===== config.mk =====
export PLATFORM = sky130hd
export DESIGN_NAME = mime_entry
export DESIGN_NICKNAME = d
export VERILOG_FILES = /design/src/mime_pkg.sv /design/src/mime_entry.sv /design/src/mime_sync.sv /design/src/mime_pending.sv
export SDC_FILE = /design/constraint.sdc
export NUM_CORES = 1
export LEC_CHECK = 0
export ABC_AREA = 1
export BUFFER_PORTS_ARGS = -buffer_cell sky130_fd_sc_hd__buf_2
export CORE_UTILIZATION = 57
export DETAILED_ROUTE_END_ITERATION = 6
export PLACE_DENSITY = 0.82
export SYNTH_ARGS = -nofsm -noshare
export SYNTH_HDL_FRONTEND = slang
export SYNTH_SLANG_ARGS = --single-unit
export TNS_END_PERCENT = 20

===== constraint.sdc =====
create_clock -name clock -period 4.1 [get_ports clock]
set_input_delay 0.41 -clock clock [delete_from_list [all_inputs] [get_ports clock]]
set_output_delay 0.41 -clock clock [all_outputs]
set_load 0.005 [all_outputs]

===== src/mime_pkg.sv =====
// Package for the management-interrupt entry block: constants and state codes.
// Assumes a single 200 MHz core clock and a synchronous active-high reset.
package mime_pkg;

  // ==========================================================================
  // Management memory layout
  localparam logic [31:0] MIME_BASE_RESET = 32'h0003_0000;
  localparam logic [31:0] MIME_HANDLER_OFFSET = 32'h0000_8000;
  localparam logic [31:0] MIME_SAVE_OFFSET = 32'h0000_FE00;

  // ==========================================================================
  // Timing
  localparam int MIME_CLOCK_MHZ = 200;
  localparam int MIME_SAVE_WORDS = 8;
  localparam logic [3:0] MIME_SAVE_WORDS_CNT = 4'h8;
  localparam logic [3:0] MIME_SAVE_CNT_ONE = 4'h1;
  localparam logic [3:0] MIME_SAVE_CNT_ZERO = 4'h0;

  // ==========================================================================
  // Operating modes kept across a management visit
  localparam logic [1:0] MIME_MODE_REAL = 2'h0;
  localparam logic [1:0] MIME_MODE_PROT = 2'h1;
  localparam logic [1:0] MIME_MODE_V86 = 2'h2;

  // ==========================================================================
  // Entry and exit sequence
  typedef enum logic [5:0] {
    MIME_IDLE    = 6'b000001,
    MIME_DRAIN   = 6'b000010,
    MIME_SAVE    = 6'b000100,
    MIME_HANDLER = 6'b001000,
    MIME_RESTORE = 6'b010000,
    MIME_EXIT    = 6'b100000
  } mime_state_e;

endpackage


===== src/mime_entry.sv =====
// Management-interrupt entry and exit controller of a processor core.
// Assumes the core pipeline reports instruction boundary, retire and store drain
// status on the same clock; only the request pin is asynchronous.
//
// Behaviour
// (RULE_01) Enter management mode only on a pin request or a bus message.
// (RULE_02) Management interrupt cannot be masked by normal interrupt enables.
// (RULE_03) Coinciding NMI, maskable or debug events lose to the management interrupt.
// (RULE_04) No new entry or acknowledge while already in management mode.
// (RULE_05) First request during the mode is latched, served after resume; one only.
// (RULE_06) Waiting for startup interrupt pends requests; entry precedes startup handling.
// (RULE_07) Request may be held off one instruction after shadow instructions.
// (RULE_08) Take at interruptible point after retire and store drain, then save context.
// (RULE_09) Signal entry by acknowledge pin, transaction pulse and status marking.
// (RULE_10) Entry from real, protected or v86 mode; resume returns to that mode.
// (RULE_11) Resume restores context and continues the interrupted program.
// (RULE_12) Resume instruction accepted only inside management mode.
// (RULE_13) Normal operating-system interrupts disabled on entry.
// (RULE_14) Entry disables paging unless the dual-monitor treatment is active.
// (RULE_15) Inside the mode: no privilege, no translation, full 4 GB addressing.
// (RULE_16) Management code runs in the separate management memory space.
// (RULE_17) Default virtualization treatment saves and restores virtualization state.
// (RULE_18) Resume outside management mode raises invalid-opcode.
// (RULE_19) On resume deassert acknowledge, pulse transaction, stop status marking.
// (RULE_20) Base resets to 30000H; handler fetch starts at base plus 8000H.
// (RULE_21) Pending latch clears when its request is taken for entry at a boundary.
// (RULE_22) System logic steers accesses to management memory using the acknowledge.
`timescale 1ns/1ps
module mime_entry
  import mime_pkg::*;
#(
  parameter int SAVE_WORDS = MIME_SAVE_WORDS
) (
  // Clock and reset
  input wire logic clock,
  input wire logic rst,
  // Request sources
  input wire logic mgmtRequestPin_n,
  input wire logic busMgmtMessage,
  // Other events at the same boundary
  input wire logic nmiRequest,
  input wire logic intrRequest,
  input wire logic debugRequest,
  // Pipeline status
  input wire logic instrBoundary,
  input wire logic interruptShadow,
  input wire logic allRetired,
  input wire logic storesDrained,
  input wire logic waitForStartup,
  input wire logic startupIntArrive,
  input wire logic [1:0] currentMode,
  input wire logic pagingOn,
  input wire logic dualMonitorActive,
  input wire logic virtActive,
  // Resume instruction
  input wire logic resumeExec,
  input wire logic restoreDone,
  input wire logic [31:0] newBase,
  input wire logic newBaseWrite,
  // Core control outputs
  output logic mgmtMode,
  output logic mgmtAckPin_n,
  output logic mgmtAckTransaction,
  output logic mgmtModeStatusSignal,
  output logic saveWordStrobe,
  output logic [31:0] saveAddress,
  output logic saveVirtState,
  output logic restoreStart,
  output logic restoreVirtState,
  output logic [1:0] returnMode,
  output logic returnPaging,
  output logic handlerFetch,
  output logic [31:0] handlerAddress,
  output logic osIntDisable,
  output logic pagingDisable,
  output logic flatAddressing,
  output logic nmiTaken,
  output logic intrTaken,
  output logic debugTaken,
  output logic startupTaken,
  output logic invalidOpcode
);

  // ==========================================================================
  // Request capture
  logic pinLevel;
  logic pinPrev;
  logic pinEdge;
  logic newRequest;
  logic pendHeld;
  logic pendSet;
  logic pendClear;
  logic startupHeld;
  logic shadowSeen;
  logic canTake;
  mime_state_e state;
  logic [3:0] saveCount;
  logic [31:0] mgmtBase;

  mime_sync pinSync (
    .clock(clock),
    .rst(rst),
    .din(~mgmtRequestPin_n),
    .dout(pinLevel)
  );

  always_ff @(posedge clock) begin
    if (rst) begin
      pinPrev <= 1'b0;
    end else begin
      pinPrev <= pinLevel;
    end
  end

  // Edge of the pin so a held-low pin counts as one request
  assign pinEdge = pinLevel & ~pinPrev;
  assign newRequest = pinEdge | busMgmtMessage; // RULE_01 RULE_02

  // Outside the mode a request waits here for a boundary; inside, only the
  // first one is kept, later ones merge into it.
  assign pendSet = newRequest; // RULE_05 RULE_06
  assign pendClear = (state == MIME_IDLE) & canTake; // RULE_21

  mime_pending pendLatch (
    .clock(clock),
    .rst(rst),
    .set(pendSet),
    .clear(pendClear),
    .held(pendHeld)
  );

  // Startup interrupt is remembered while a pended request is served first
  always_ff @(posedge clock) begin
    if (rst) begin
      startupHeld <= 1'b0;
    end else if (startupIntArrive) begin
      startupHeld <= 1'b1;
    end else if (startupTaken) begin
      startupHeld <= 1'b0;
    end
  end

  // Shadow lasts one boundary after the shadow instruction
  always_ff @(posedge clock) begin
    if (rst) begin
      shadowSeen <= 1'b0;
    end else if (instrBoundary) begin
      shadowSeen <= interruptShadow; // RULE_07
    end
  end

  // Waiting for startup masks the request until the startup interrupt shows
  assign canTake = pendHeld & instrBoundary & ~shadowSeen
                 & (~waitForStartup | startupHeld | startupIntArrive); // RULE_06 RULE_08

  // ==========================================================================
  // Entry and exit sequence
  always_ff @(posedge clock) begin
    if (rst) begin
      state <= MIME_IDLE;
    end else begin
      case (state)
        MIME_IDLE: begin
          if (canTake) begin
            state <= MIME_DRAIN; // RULE_04
          end
        end
        MIME_DRAIN: begin
          if (allRetired & storesDrained) begin
            state <= MIME_SAVE; // RULE_08
          end
        end
        MIME_SAVE: begin
          if (saveCount == MIME_SAVE_CNT_ONE) begin
            state <= MIME_HANDLER;
          end
        end
        MIME_HANDLER: begin
          if (resumeExec) begin
            state <= MIME_RESTORE; // RULE_12
          end
        end
        MIME_RESTORE: begin
          if (restoreDone) begin
            state <= MIME_EXIT; // RULE_11
          end
        end
        MIME_EXIT: begin
          state <= MIME_IDLE;
        end
        default: begin
          state <= MIME_IDLE;
        end
      endcase
    end
  end

  // Context save word counter
  always_ff @(posedge clock) begin
    if (rst) begin
      saveCount <= MIME_SAVE_CNT_ZERO;
    end else if (state == MIME_DRAIN) begin
      saveCount <= SAVE_WORDS[3:0];
    end else if (state == MIME_SAVE && saveCount != MIME_SAVE_CNT_ZERO) begin
      saveCount <= saveCount - MIME_SAVE_CNT_ONE;
    end
  end

  // Base can only change inside the mode, as the handler's own doing
  always_ff @(posedge clock) begin
    if (rst) begin
      mgmtBase <= MIME_BASE_RESET; // RULE_20
    end else if (newBaseWrite & (state == MIME_HANDLER)) begin
      mgmtBase <= newBase;
    end
  end

  // ==========================================================================
  // Saved mode and paging
  always_ff @(posedge clock) begin
    if (rst) begin
      returnMode <= MIME_MODE_REAL;
      returnPaging <= 1'b0;
      saveVirtState <= 1'b0;
    end else if (state == MIME_IDLE && canTake) begin
      returnMode <= currentMode; // RULE_10
      returnPaging <= pagingOn;
      saveVirtState <= virtActive & ~dualMonitorActive; // RULE_17
    end
  end

  // ==========================================================================
  // Save stream
  always_ff @(posedge clock) begin
    if (rst) begin
      saveWordStrobe <= 1'b0;
      saveAddress <= 32'h0000_0000;
    end else begin
      saveWordStrobe <= (state == MIME_SAVE) && (saveCount != MIME_SAVE_CNT_ZERO); // RULE_08
      saveAddress <= mgmtBase + MIME_SAVE_OFFSET + {26'h000_0000, saveCount, 2'h0}; // RULE_16
    end
  end

  // ==========================================================================
  // Mode flags and system signalling
  always_ff @(posedge clock) begin
    if (rst) begin
      mgmtMode <= 1'b0;
      mgmtAckPin_n <= 1'b1;
      mgmtModeStatusSignal <= 1'b0;
      osIntDisable <= 1'b0;
      pagingDisable <= 1'b0;
      flatAddressing <= 1'b0;
    end else if (state == MIME_SAVE && saveCount == MIME_SAVE_CNT_ONE) begin
      mgmtMode <= 1'b1;
      mgmtAckPin_n <= 1'b0; // RULE_09 RULE_22
      mgmtModeStatusSignal <= 1'b1;
      osIntDisable <= 1'b1; // RULE_13
      pagingDisable <= ~dualMonitorActive; // RULE_14
      flatAddressing <= 1'b1; // RULE_15
    end else if (state == MIME_EXIT) begin
      mgmtMode <= 1'b0;
      mgmtAckPin_n <= 1'b1; // RULE_19
      mgmtModeStatusSignal <= 1'b0;
      osIntDisable <= 1'b0;
      pagingDisable <= 1'b0;
      flatAddressing <= 1'b0;
    end
  end

  // Acknowledge transaction pulses once on entry and once on exit
  always_ff @(posedge clock) begin
    if (rst) begin
      mgmtAckTransaction <= 1'b0;
    end else begin
      mgmtAckTransaction <= (state == MIME_SAVE && saveCount == MIME_SAVE_CNT_ONE)
                          | (state == MIME_EXIT); // RULE_09 RULE_19
    end
  end

  // Handler fetch at base plus handler offset
  always_ff @(posedge clock) begin
    if (rst) begin
      handlerFetch <= 1'b0;
      handlerAddress <= MIME_BASE_RESET + MIME_HANDLER_OFFSET;
    end else begin
      handlerFetch <= (state == MIME_SAVE && saveCount == MIME_SAVE_CNT_ONE);
      handlerAddress <= mgmtBase + MIME_HANDLER_OFFSET; // RULE_20
    end
  end

  // ==========================================================================
  // Restore and exceptions
  always_ff @(posedge clock) begin
    if (rst) begin
      restoreStart <= 1'b0;
      restoreVirtState <= 1'b0;
      invalidOpcode <= 1'b0;
    end else begin
      restoreStart <= (state == MIME_HANDLER) & resumeExec; // RULE_11
      restoreVirtState <= (state == MIME_HANDLER) & resumeExec & saveVirtState; // RULE_17
      invalidOpcode <= resumeExec & (state != MIME_HANDLER); // RULE_18
    end
  end

  // Other events are taken only when no management request wins the boundary
  always_ff @(posedge clock) begin
    if (rst) begin
      nmiTaken <= 1'b0;
      intrTaken <= 1'b0;
      debugTaken <= 1'b0;
      startupTaken <= 1'b0;
    end else begin
      nmiTaken <= nmiRequest & instrBoundary & ~canTake & (state == MIME_IDLE); // RULE_03
      intrTaken <= intrRequest & instrBoundary & ~canTake & (state == MIME_IDLE); // RULE_03
      debugTaken <= debugRequest & instrBoundary & ~canTake & (state == MIME_IDLE); // RULE_03
      startupTaken <= startupHeld & ~pendHeld & (state == MIME_IDLE) & ~startupTaken; // RULE_06
    end
  end

endmodule


===== src/mime_sync.sv =====
// Two-flop synchroniser for one level arriving from outside the clock domain.
// Assumes the input is a slow level; pulses shorter than one clock may be lost.
`timescale 1ns/1ps
module mime_sync (
  // Clock and reset
  input wire logic clock,
  input wire logic rst,
  // Level
  input wire logic din,
  output logic dout
);

  logic stage1;

  always_ff @(posedge clock) begin
    if (rst) begin
      stage1 <= 1'b0;
      dout <= 1'b0;
    end else begin
      stage1 <= din;
      dout <= stage1;
    end
  end

endmodule


===== src/mime_pending.sv =====
// Sticky request latch: set wins over clear, holds a single request.
// Assumes set and clear come from the same clock domain.
`timescale 1ns/1ps
module mime_pending (
  // Clock and reset
  input wire logic clock,
  input wire logic rst,
  // Control
  input wire logic set,
  input wire logic clear,
  output logic held
);

  always_ff @(posedge clock) begin
    if (rst) begin
      held <= 1'b0;
    end else if (set) begin
      held <= 1'b1;
    end else if (clear) begin
      held <= 1'b0;
    end
  end

endmodule


# [After elaboration in Yosys (flattened, before gate mapping)]
# Cells that the tools add are included.
[op_classes] addsub=4 n_eq_ne=13 mux=17 bitwise_logic=35 reduce_logical=10
[op_table] op="32-bit by 16-bit adder with 32-bit output (second input constant)" n=2
[op_table] op="32-bit by 6-bit adder with 32-bit output" n=1
[op_table] op="6-bit two-way mux" n=5
[op_table] op="6-bit case mux with 5 select lines" n=1
[op_table] op="1-bit AND" n=23
[op_table] op="2-bit != test (second input constant)" n=5
[op_table] op="1-bit two-way mux" n=9
[op_table] op="4-bit two-way mux" n=2
[op_table] op="1-bit inverter" n=8
[op_table] op="2-bit nonzero test" n=4
[op_table] op="6-bit by 1-bit == test with 1-bit output (second input constant)" n=1
[op_table] op="6-bit by 2-bit == test with 1-bit output (second input constant)" n=1
[op_table] op="6-bit by 3-bit == test with 1-bit output (second input constant)" n=1
[op_table] op="6-bit by 4-bit == test with 1-bit output (second input constant)" n=1
[op_table] op="6-bit by 5-bit == test with 1-bit output (second input constant)" n=1
[op_table] op="6-bit == test (second input constant)" n=1
[op_table] op="6-bit by 4-bit != test with 1-bit output (second input constant)" n=1
[op_table] op="5-bit AND reduction" n=1
[op_table] op="4-bit by 1-bit == test with 1-bit output (second input constant)" n=1
[op_table] op="1-bit OR" n=4
[op_table] op="4-bit nonzero test" n=1
[op_table] op="4-bit by 1-bit subtractor with 4-bit output (second input constant)" n=1
[op_table] op="1-bit logical AND" n=3
[op_table] op="2-bit OR reduction" n=1
[totals] ff_bits=129 input_bits=53 output_inout_bits=84 elab_cells=107

# [Depth between registers and ports, before layout]
# Gate-level depths: netlist of the first run.
[depth] ltp_word=7 ltp_mapped=10 mapped_depth_nobuf=10

# [Modules after synthesis]
# Synthesis of the first run repeated with hierarchy kept, for this count alone.
[unflattened] cells_unflattened=666 area_unflattened_um2=5235.0
[modules_own_cells] mod="mime_entry" instances=1 cells_per_inst=655 area_per_inst_um2=5139.9 seq_area_each_um2=2482.4
[modules_own_cells] mod="mime_sync" instances=1 cells_per_inst=6 area_per_inst_um2=55.1 seq_area_each_um2=40.0
[modules_own_cells] mod="mime_pending" instances=1 cells_per_inst=5 area_per_inst_um2=40.0 seq_area_each_um2=20.0

# [Worst setup path before layout of the first run]
# No wires, ideal clock.
[synth_timing] path_type="reg-to-reg" start="reg saveCount[0]" end="reg saveAddress[28]" setup_ps=118 t_arrival_ps=1564 t_required_ps=3982 setup_slack_ps=2418 stages_incl_launch_ff=11 path_buffers=0 path_cell_list="dfxtp_1 > ha_1 > fa_1 > nand2_1 > nand3_1 > nand3_1 > nand2_2 > nand2_2 > nor2_1 > o21ai_1 > nor2_1"
[synth_via] elab_chain_cells=1
[synth_rtl] item="start: declaration" line_no="mime_entry.sv:97" text="logic [3:0] saveCount;"
[synth_rtl] item="start signal: assignment" line_no="mime_entry.sv:203" text="saveCount <= SAVE_WORDS[3:0];"
[synth_rtl] item="start signal: assignment" line_no="mime_entry.sv:205" text="saveCount <= saveCount - MIME_SAVE_CNT_ONE;"
[synth_rtl] item="32-bit by 6-bit adder with 32-bit output" line_no="mime_entry.sv:240" text="saveAddress <= mgmtBase + MIME_SAVE_OFFSET + {26'h000_0000, saveCount, 2'h0};"
[synth_rtl] item="end signal: assignment" line_no="mime_entry.sv:240"
[synth_rtl] item="end: declaration" line_no="mime_entry.sv:66" text="output logic [31:0] saveAddress,"
# No other way between the ends.
# A chain may end at the register's enable or synchronous reset.

# [Worst setup path in the final report of the first run]
# Same ends and word-level chain as after synthesis.

==> results of run 1 <==
worst register-to-register path: stages, from the launching register on:
cell     delay [ns]
dfxtp_1        0.34
ha_1           0.24
fa_1           0.39
nand2_1        0.10
nand3_1        0.09
nand3_1        0.18
nand2_2        0.16
nand2_2        0.13
nor2_1         0.05
o21ai_1        0.12
nor2_1         0.05
stage by stage:
step                      hold slack, ns   util
after floorplan                    0.388      -
after global placement             0.388  0.678
after detailed placement           0.413  0.678
after CTS                         0.0487  0.743
after global routing              0.0434  0.743
final                             0.0569  0.743
layer usage:
layer,vias up,global-route usage,part of all wire
li1,2434,-,-
met1,2314,0.334,0.43
met2,205,0.489,0.48
met3,32,0.0695,0.071
met4,0,0.106,0.026
met5,-,0,0
final cells by class:
type / instances / area, sq um
multi-input cells: 428 / 2300
repair buffers: 139 / 703
clock buffers: 21 / 439
fillers: 660 / 2280
inverters: 92 / 345
clock inverters: 11 / 140
flip-flops and latches: 127 / 2540
well taps: 108 / 135
power by group through the flow:
stage                     Combinational [mW]  Clock, mW  Sequential [mW]
after global placement                 0.370          0             1.36
after global routing                   0.433       1.54             1.34
after floorplan                        0.264          0             1.36
final                                  0.391       1.47             1.34
after detailed placement               0.382          0             1.36
after CTS                              0.389       1.48             1.34
cell families (layout without fill, tap and decap cells):
logic type	count (synthesis)	in the layout	synth area share
buffers and inverters	116	263	0.0938
adder cells (fa/ha/maj)	9	9	0.0225
flip-flops	127	127	0.476
AND/OR/NAND/NOR	267	267	0.237
XOR/XNOR	3	3	0.00492
AO/OA/AOI/OAI	149	149	0.166
synth_stat cells (all sizes together), types with 3 or more instances:
library cell / count
a21oi: 77
buf: 13
clkbuf: 11
dfxtp: 127
ha: 8
inv: 92
nand2: 102
nand3: 44
nand4: 7
nor2: 98
nor3: 8
o21ai: 66
xor2: 3
registers in the layout (all words and copies together), names as in the netlist, 2 cells and up:
name	cells
mgmtBase	32
saveAddress	32
handlerAddress	30
state	6
saveCount	4
returnMode	2
worst min-delay path by stage:
| stage | from | end | cells past startpoint |
|---|---|---|---|
| after CTS | mgmtRequestPin_n | pinSync.stage1$_SDFF_PP0_ | 2 |
| after floorplan | pinSync.stage1$_SDFF_PP0_ | pinSync.dout$_SDFF_PP0_ | 2 |
| final | mgmtRequestPin_n | pinSync.stage1$_SDFF_PP0_ | 2 |
| after global placement | pinSync.stage1$_SDFF_PP0_ | pinSync.dout$_SDFF_PP0_ | 2 |
| after global routing | mgmtRequestPin_n | pinSync.stage1$_SDFF_PP0_ | 2 |
| after detailed placement | pinSync.stage1$_SDFF_PP0_ | pinSync.dout$_SDFF_PP0_ | 2 |
==> out/qor.csv, run 1 <==
metric,value,unit
syn_area_per_cell,7.97,sq um
path_depth,10,
synth_area,0.00535,sq mm
cts_setup_buffers,0,
timing.rr.end,saveAddress[28]$_SDFF_PP0_,
clockBufferDepth,2,
intPower,2.38,mW
cts_buffers,17,
dieArea,0.00977,sq mm
p_leak,3.19,nW
ys_ff_latch,127,
p_switching,0.825,mW
dr.pass1.iters,7,
end_kind,register,
drt-initial-drc-count,237,
die_h,98.9,microns
yosys_warnings,0,
finalCritPeriodShare,0.480,
fin_nets,867,
drv_slew,0,
start_kind,register,
synth_cell_types,36,
final-setup-viol-count,0,
slowest_delay,0.39,ns
fin_cells,926,
htree_levels,4,
regToRegStartpoint,saveCount[0]$_SDFFE_PP0P_,
ios,137,
seqPwrFrac,0.418,
cts_resized,0,
ant_nets,0,
synth_ff_type,dfxtp_1,
grt_max_degree,67,
fin_tns_setup,0,ns
core,0.00889,sq mm
drc,6,
antenna_found_initial,0,
p_sw_frac,0.258,
diodes,0,
final_layout_size_suffix_gt1_frac,0.312,
seq_area_frac_synth,0.476,
cts_tree,built,
period_needed,1.97,ns
final_common_cell,buf_2,
num_rows,34,
wl_per_cell,14.2,microns
ir_worst_vdd,286,uV
max_slew.worst_pin.slew,1.10,ns
synth_top_cell_area_share,0.476,
crit_buf_inv,0,
status,finished with violations,
total_power,3.20,mW
stdcell_area,0.00661,sq mm
vias_per_cell,5.38,
chipWidth,98.9,microns
synth_edf_count,0,
preCtsSetupSlack,2.14,ns
layout_common_cells,"buf_2, dfxtp_1, nand2_1",
min_path_type,in2reg,
cp_max_fo,7,
cts.sinks,127,
async_flop_share,0,
syn_to_final_growth,23.6,%
grt_usage,0.281,
slew_headroom,0.268,
clkLatencyLatePin,0.51,ns
grt_setup_unrepaired,no,
crit_required,4.50,ns
crit_path_cell_trace,"ha_1, fa_1, nand2_1, nand3_1, nand3_1, nand2_2, nand2_2, nor2_1, o21ai_1, nor2_1",
worstRegToRegCells,10,
syn-num-nets,733,
placed_cell_area,0.00603,sq mm
comb_power_share,0.122,
grt_pass1_vias,4781,
crit_path_top_delay_cell,fa_1,
max_cap_viol_count,0,
p_clk_frac,0.460,
hold_buffers,0,
dp_hpwl,8.99,mm
synth_area_leaders,"dfxtp_1, nand2_1, nor2_1",
cp.arrival,2.36,ns
crit_start,saveCount[0]$_SDFFE_PP0P_,
cp-endpoint,saveAddress[28]$_SDFF_PP0_,
place_congestion,0.946,
max_freq,508,MHz
gr-total-overflow,0,
syn_inst,671,
grt_pass1_wl,21.6,mm
dp.cells,894,
cts-root-buf,clkbuf_8,
dr_total_vias,4985,
r2r_setup_slack,2.13,ns
crit_family,simple AND/OR/NAND/NOR gates,
start_util,0.601,
synth_area_leader_cell,dfxtp_1,
finalWirelength,13.1,mm
critPathKind,reg2reg,
cts.clk_slew.worst_paths,0.06,ns
hold_viol,0,
skew,0.0131,ns
portBuffers,136,
violations,DRC,
timing.final.ws_setup,2.13,ns
p_per_area,485,mW/mm^2
Power figures use the tool's default switching activity.
==> run 2: changes to the inputs <==
ABC_AREA = 0   (was 1)
CORE_UTILIZATION = 47   (was 57)
PLACE_DENSITY = 0.73   (was 0.82)
clock period = 1.6 ns   (was 4.1 ns; I/O delays follow)
==> out/qor.csv, run 2 <==
metric,value,unit
fillCellCount,670,
p_per_area,964,mW/mm^2
synth_area_leaders,"dfxtp_1, nand2_1, a21oi_1",
cts.clk_slew.worst_paths,0.06,ns
end_kind,register,
max_freq,484,MHz
synth_top_family_by_area,simple AND/OR/NAND/NOR gates,
whs_path_depth,4,
core,0.0104,sq mm
start_kind,register,
drt-initial-drc-count,279,
final_common_cell,buf_2,
grt_usage,0.269,
crit_buf_inv,0,
fin_nets,883,
cp_max_fo,4,
cp.arrival,2.47,ns
syn_to_final_growth,55.9,%
grt_setup_unrepaired,yes,
slowest_delay,0.55,ns
seq_area_frac_synth,0.504,
syn_inst,570,
portBuffers,136,
dr_total_vias,5099,
synthTopCellsByCount,"dfxtp_1, nand2_1, nor2_1",
p_leak,3.44,nW
finalWirelength,15.0,mm
ys_ff_latch,127,
max_slew.worst_pin.slew,0.377,ns
cts_tree,built,
synth_cell_types,56,
min_path_type,in2reg,
dp_hpwl,9.43,mm
critPathKind,reg2reg,
dieArea,0.0112,sq mm
synth_xor_area_frac,0.0451,
grt_pass1_vias,5032,
holdWs,0.0414,ns
crit_path_top_delay_cell,or4_4,
holdCritStartpoint,waitForStartup,
grt_max_degree,29,
synth_top_cell_area_share,0.504,
regToRegStartpoint,mgmtBase[12]$_SDFFE_PP0P_,
start_util,0.487,
stdcell_area,0.00787,sq mm
synth_compound_area_frac,0.114,
wl_per_cell,15.5,microns
drv_slew,0,
synthAdderAreaFrac,0.0238,
dr.pass1.iters,5,
status,finished with violations,
crit_family,compound AO/OA/AOI/OAI gates,
largest_registers,"mgmtBase (32), saveAddress (32), handlerAddress (30)",
ir_worst_vdd,742,uV
violations,setup timing,
crit_path_cell_trace,"or4_4, a2111o_1, o21a_1, o211ai_2, mux2_4",
async_flop_share,0,
syn-num-nets,632,
htree_levels,4,
fin_tns_setup,-10.82,ns
synth-simple-area-share,0.249,
antenna_found_initial,0,
worstRegToRegCells,5,
crit_required,2.01,ns
skew,0.00832,ns
synth_area,0.00505,sq mm
synth_edf_count,0,
place_congestion,0.839,
diodes,0,
vias_per_cell,5.26,
chipWidth,106,microns
finalCritPeriodShare,1.29,
timing.final.ws_setup,-0.468,ns
hold_viol,0,
num_rows,37,
preCtsSetupSlack,-0.438,ns
synth_ff_type,dfxtp_1,
die_h,106,microns
drc,0,
r2r_setup_slack,-0.47,ns
layout_common_cells,"buf_2, dfxtp_1, nand2_1",
clkLatencyLatePin,0.52,ns
grt_pass1_wl,23.8,mm
cts-root-buf,clkbuf_8,
synth.most_common_cell,dfxtp_1,
cts_buffers,17,
slew_headroom,0.747,
syn_area_per_cell,8.86,sq um
timing.rr.end,saveAddress[29]$_SDFF_PP0_,
period_needed,2.07,ns
final_layout_size_suffix_gt1_frac,0.394,
synth_area_leader_cell,dfxtp_1,
synth_mux_area_frac,0.0226,
gr-total-overflow,0,
ant_nets,0,
whs_endpoint,saveVirtState$_SDFFE_PP0P_,
ios,137,
cts.sinks,127,
placed_cell_area,0.00633,sq mm
clockBufferDepth,2,
final-setup-viol-count,60,
yosys_warnings,0,
max_cap_viol_count,0,
-- run 2: worst max-delay path by stage --
stage | start | end | depth (start not counted)
2_1_floorplan | mgmtBase[12]$_SDFFE_PP0P_ | saveAddress[29]$_SDFF_PP0_ | 5
3_3_place_gp | mgmtBase[12]$_SDFFE_PP0P_ | saveAddress[29]$_SDFF_PP0_ | 5
3_5_place_dp | mgmtBase[12]$_SDFFE_PP0P_ | saveAddress[29]$_SDFF_PP0_ | 5
4_1_cts | mgmtBase[12]$_SDFFE_PP0P_ | saveAddress[29]$_SDFF_PP0_ | 5
5_1_grt | mgmtBase[12]$_SDFFE_PP0P_ | saveAddress[26]$_SDFF_PP0_ | 5
6_report | mgmtBase[12]$_SDFFE_PP0P_ | saveAddress[29]$_SDFF_PP0_ | 5
-- run 2: stage by stage --
stage / utilization / total power, mW / instances
after CTS: 0.737 / 7.60 / 966
after global routing: 0.759 / 7.80 / 969
final: 0.759 / 7.59 / 969
after floorplan: - / 3.39 / 570
after global placement: 0.611 / 3.52 / 881
after detailed placement: 0.611 / 3.53 / 881
-- run 2: layout make-up --
| class | instances | area [sq um] | share of cell area |
|---|---|---|---|
| clock buffers | 18 | 428 | 0.0544 |
| clock inverters | 13 | 188 | 0.0238 |
| inverters | 11 | 41.3 | 0.00525 |
| multi-input cells | 392 | 2590 | 0.330 |
| flip-flops and latches | 127 | 2560 | 0.325 |
| well taps | 136 | 170 | 0.0216 |
| repair buffers | 272 | 1890 | 0.240 |
-- run 2: logic make-up (layout without fill, tap and decap cells) --
kind of cell | after synthesis | in the layout
multiplexers | 10 | 10
XOR/XNOR | 26 | 26
buffers and inverters | 51 | 314
AND/OR/NAND/NOR | 257 | 257
adder cells (fa/ha/maj) | 9 | 9
AO/OA/AOI/OAI | 90 | 90
flip-flops | 127 | 127
-- run 2: power breakdown --
part,leakage (nW),switching [mW],total [mW],internal (mW)
Clock,0.294,1.42,3.99,2.57
Combinational,2.12,0.167,0.379,0.212
Sequential,1.03,0.0178,3.21,3.20
Total,3.44,1.61,7.59,5.98
-- run 2: what timing repair did --
action / in CTS / in global routing
hold buffers: 51 / 0
gates resized for setup: 42 / 48
endpoints found under the setup margin: 79 / 84
pin swaps: 16 / 20
buffers inserted: 2 / 3
cloned: 1 / 0
hold endpoints to repair: 52 / 0
-- run 2: layer usage --
| metal | global-route usage | vias to the layer above | share of wire |
|---|---|---|---|
| met5 | 0 | - | 0 |
| li1 | - | 2428 | - |
| met3 | 0.0538 | 42 | 0.056 |
| met2 | 0.484 | 193 | 0.52 |
| met4 | 0.103 | 0 | 0.027 |
| met1 | 0.313 | 2436 | 0.40 |
-- run 2: worst reg2reg max path: stages, from the launching register on --
cell	delay [ns]
dfxtp_2	0.32
or4_4	0.55
a2111o_1	0.37
o21a_1	0.23
o211ai_2	0.16
mux2_4	0.31
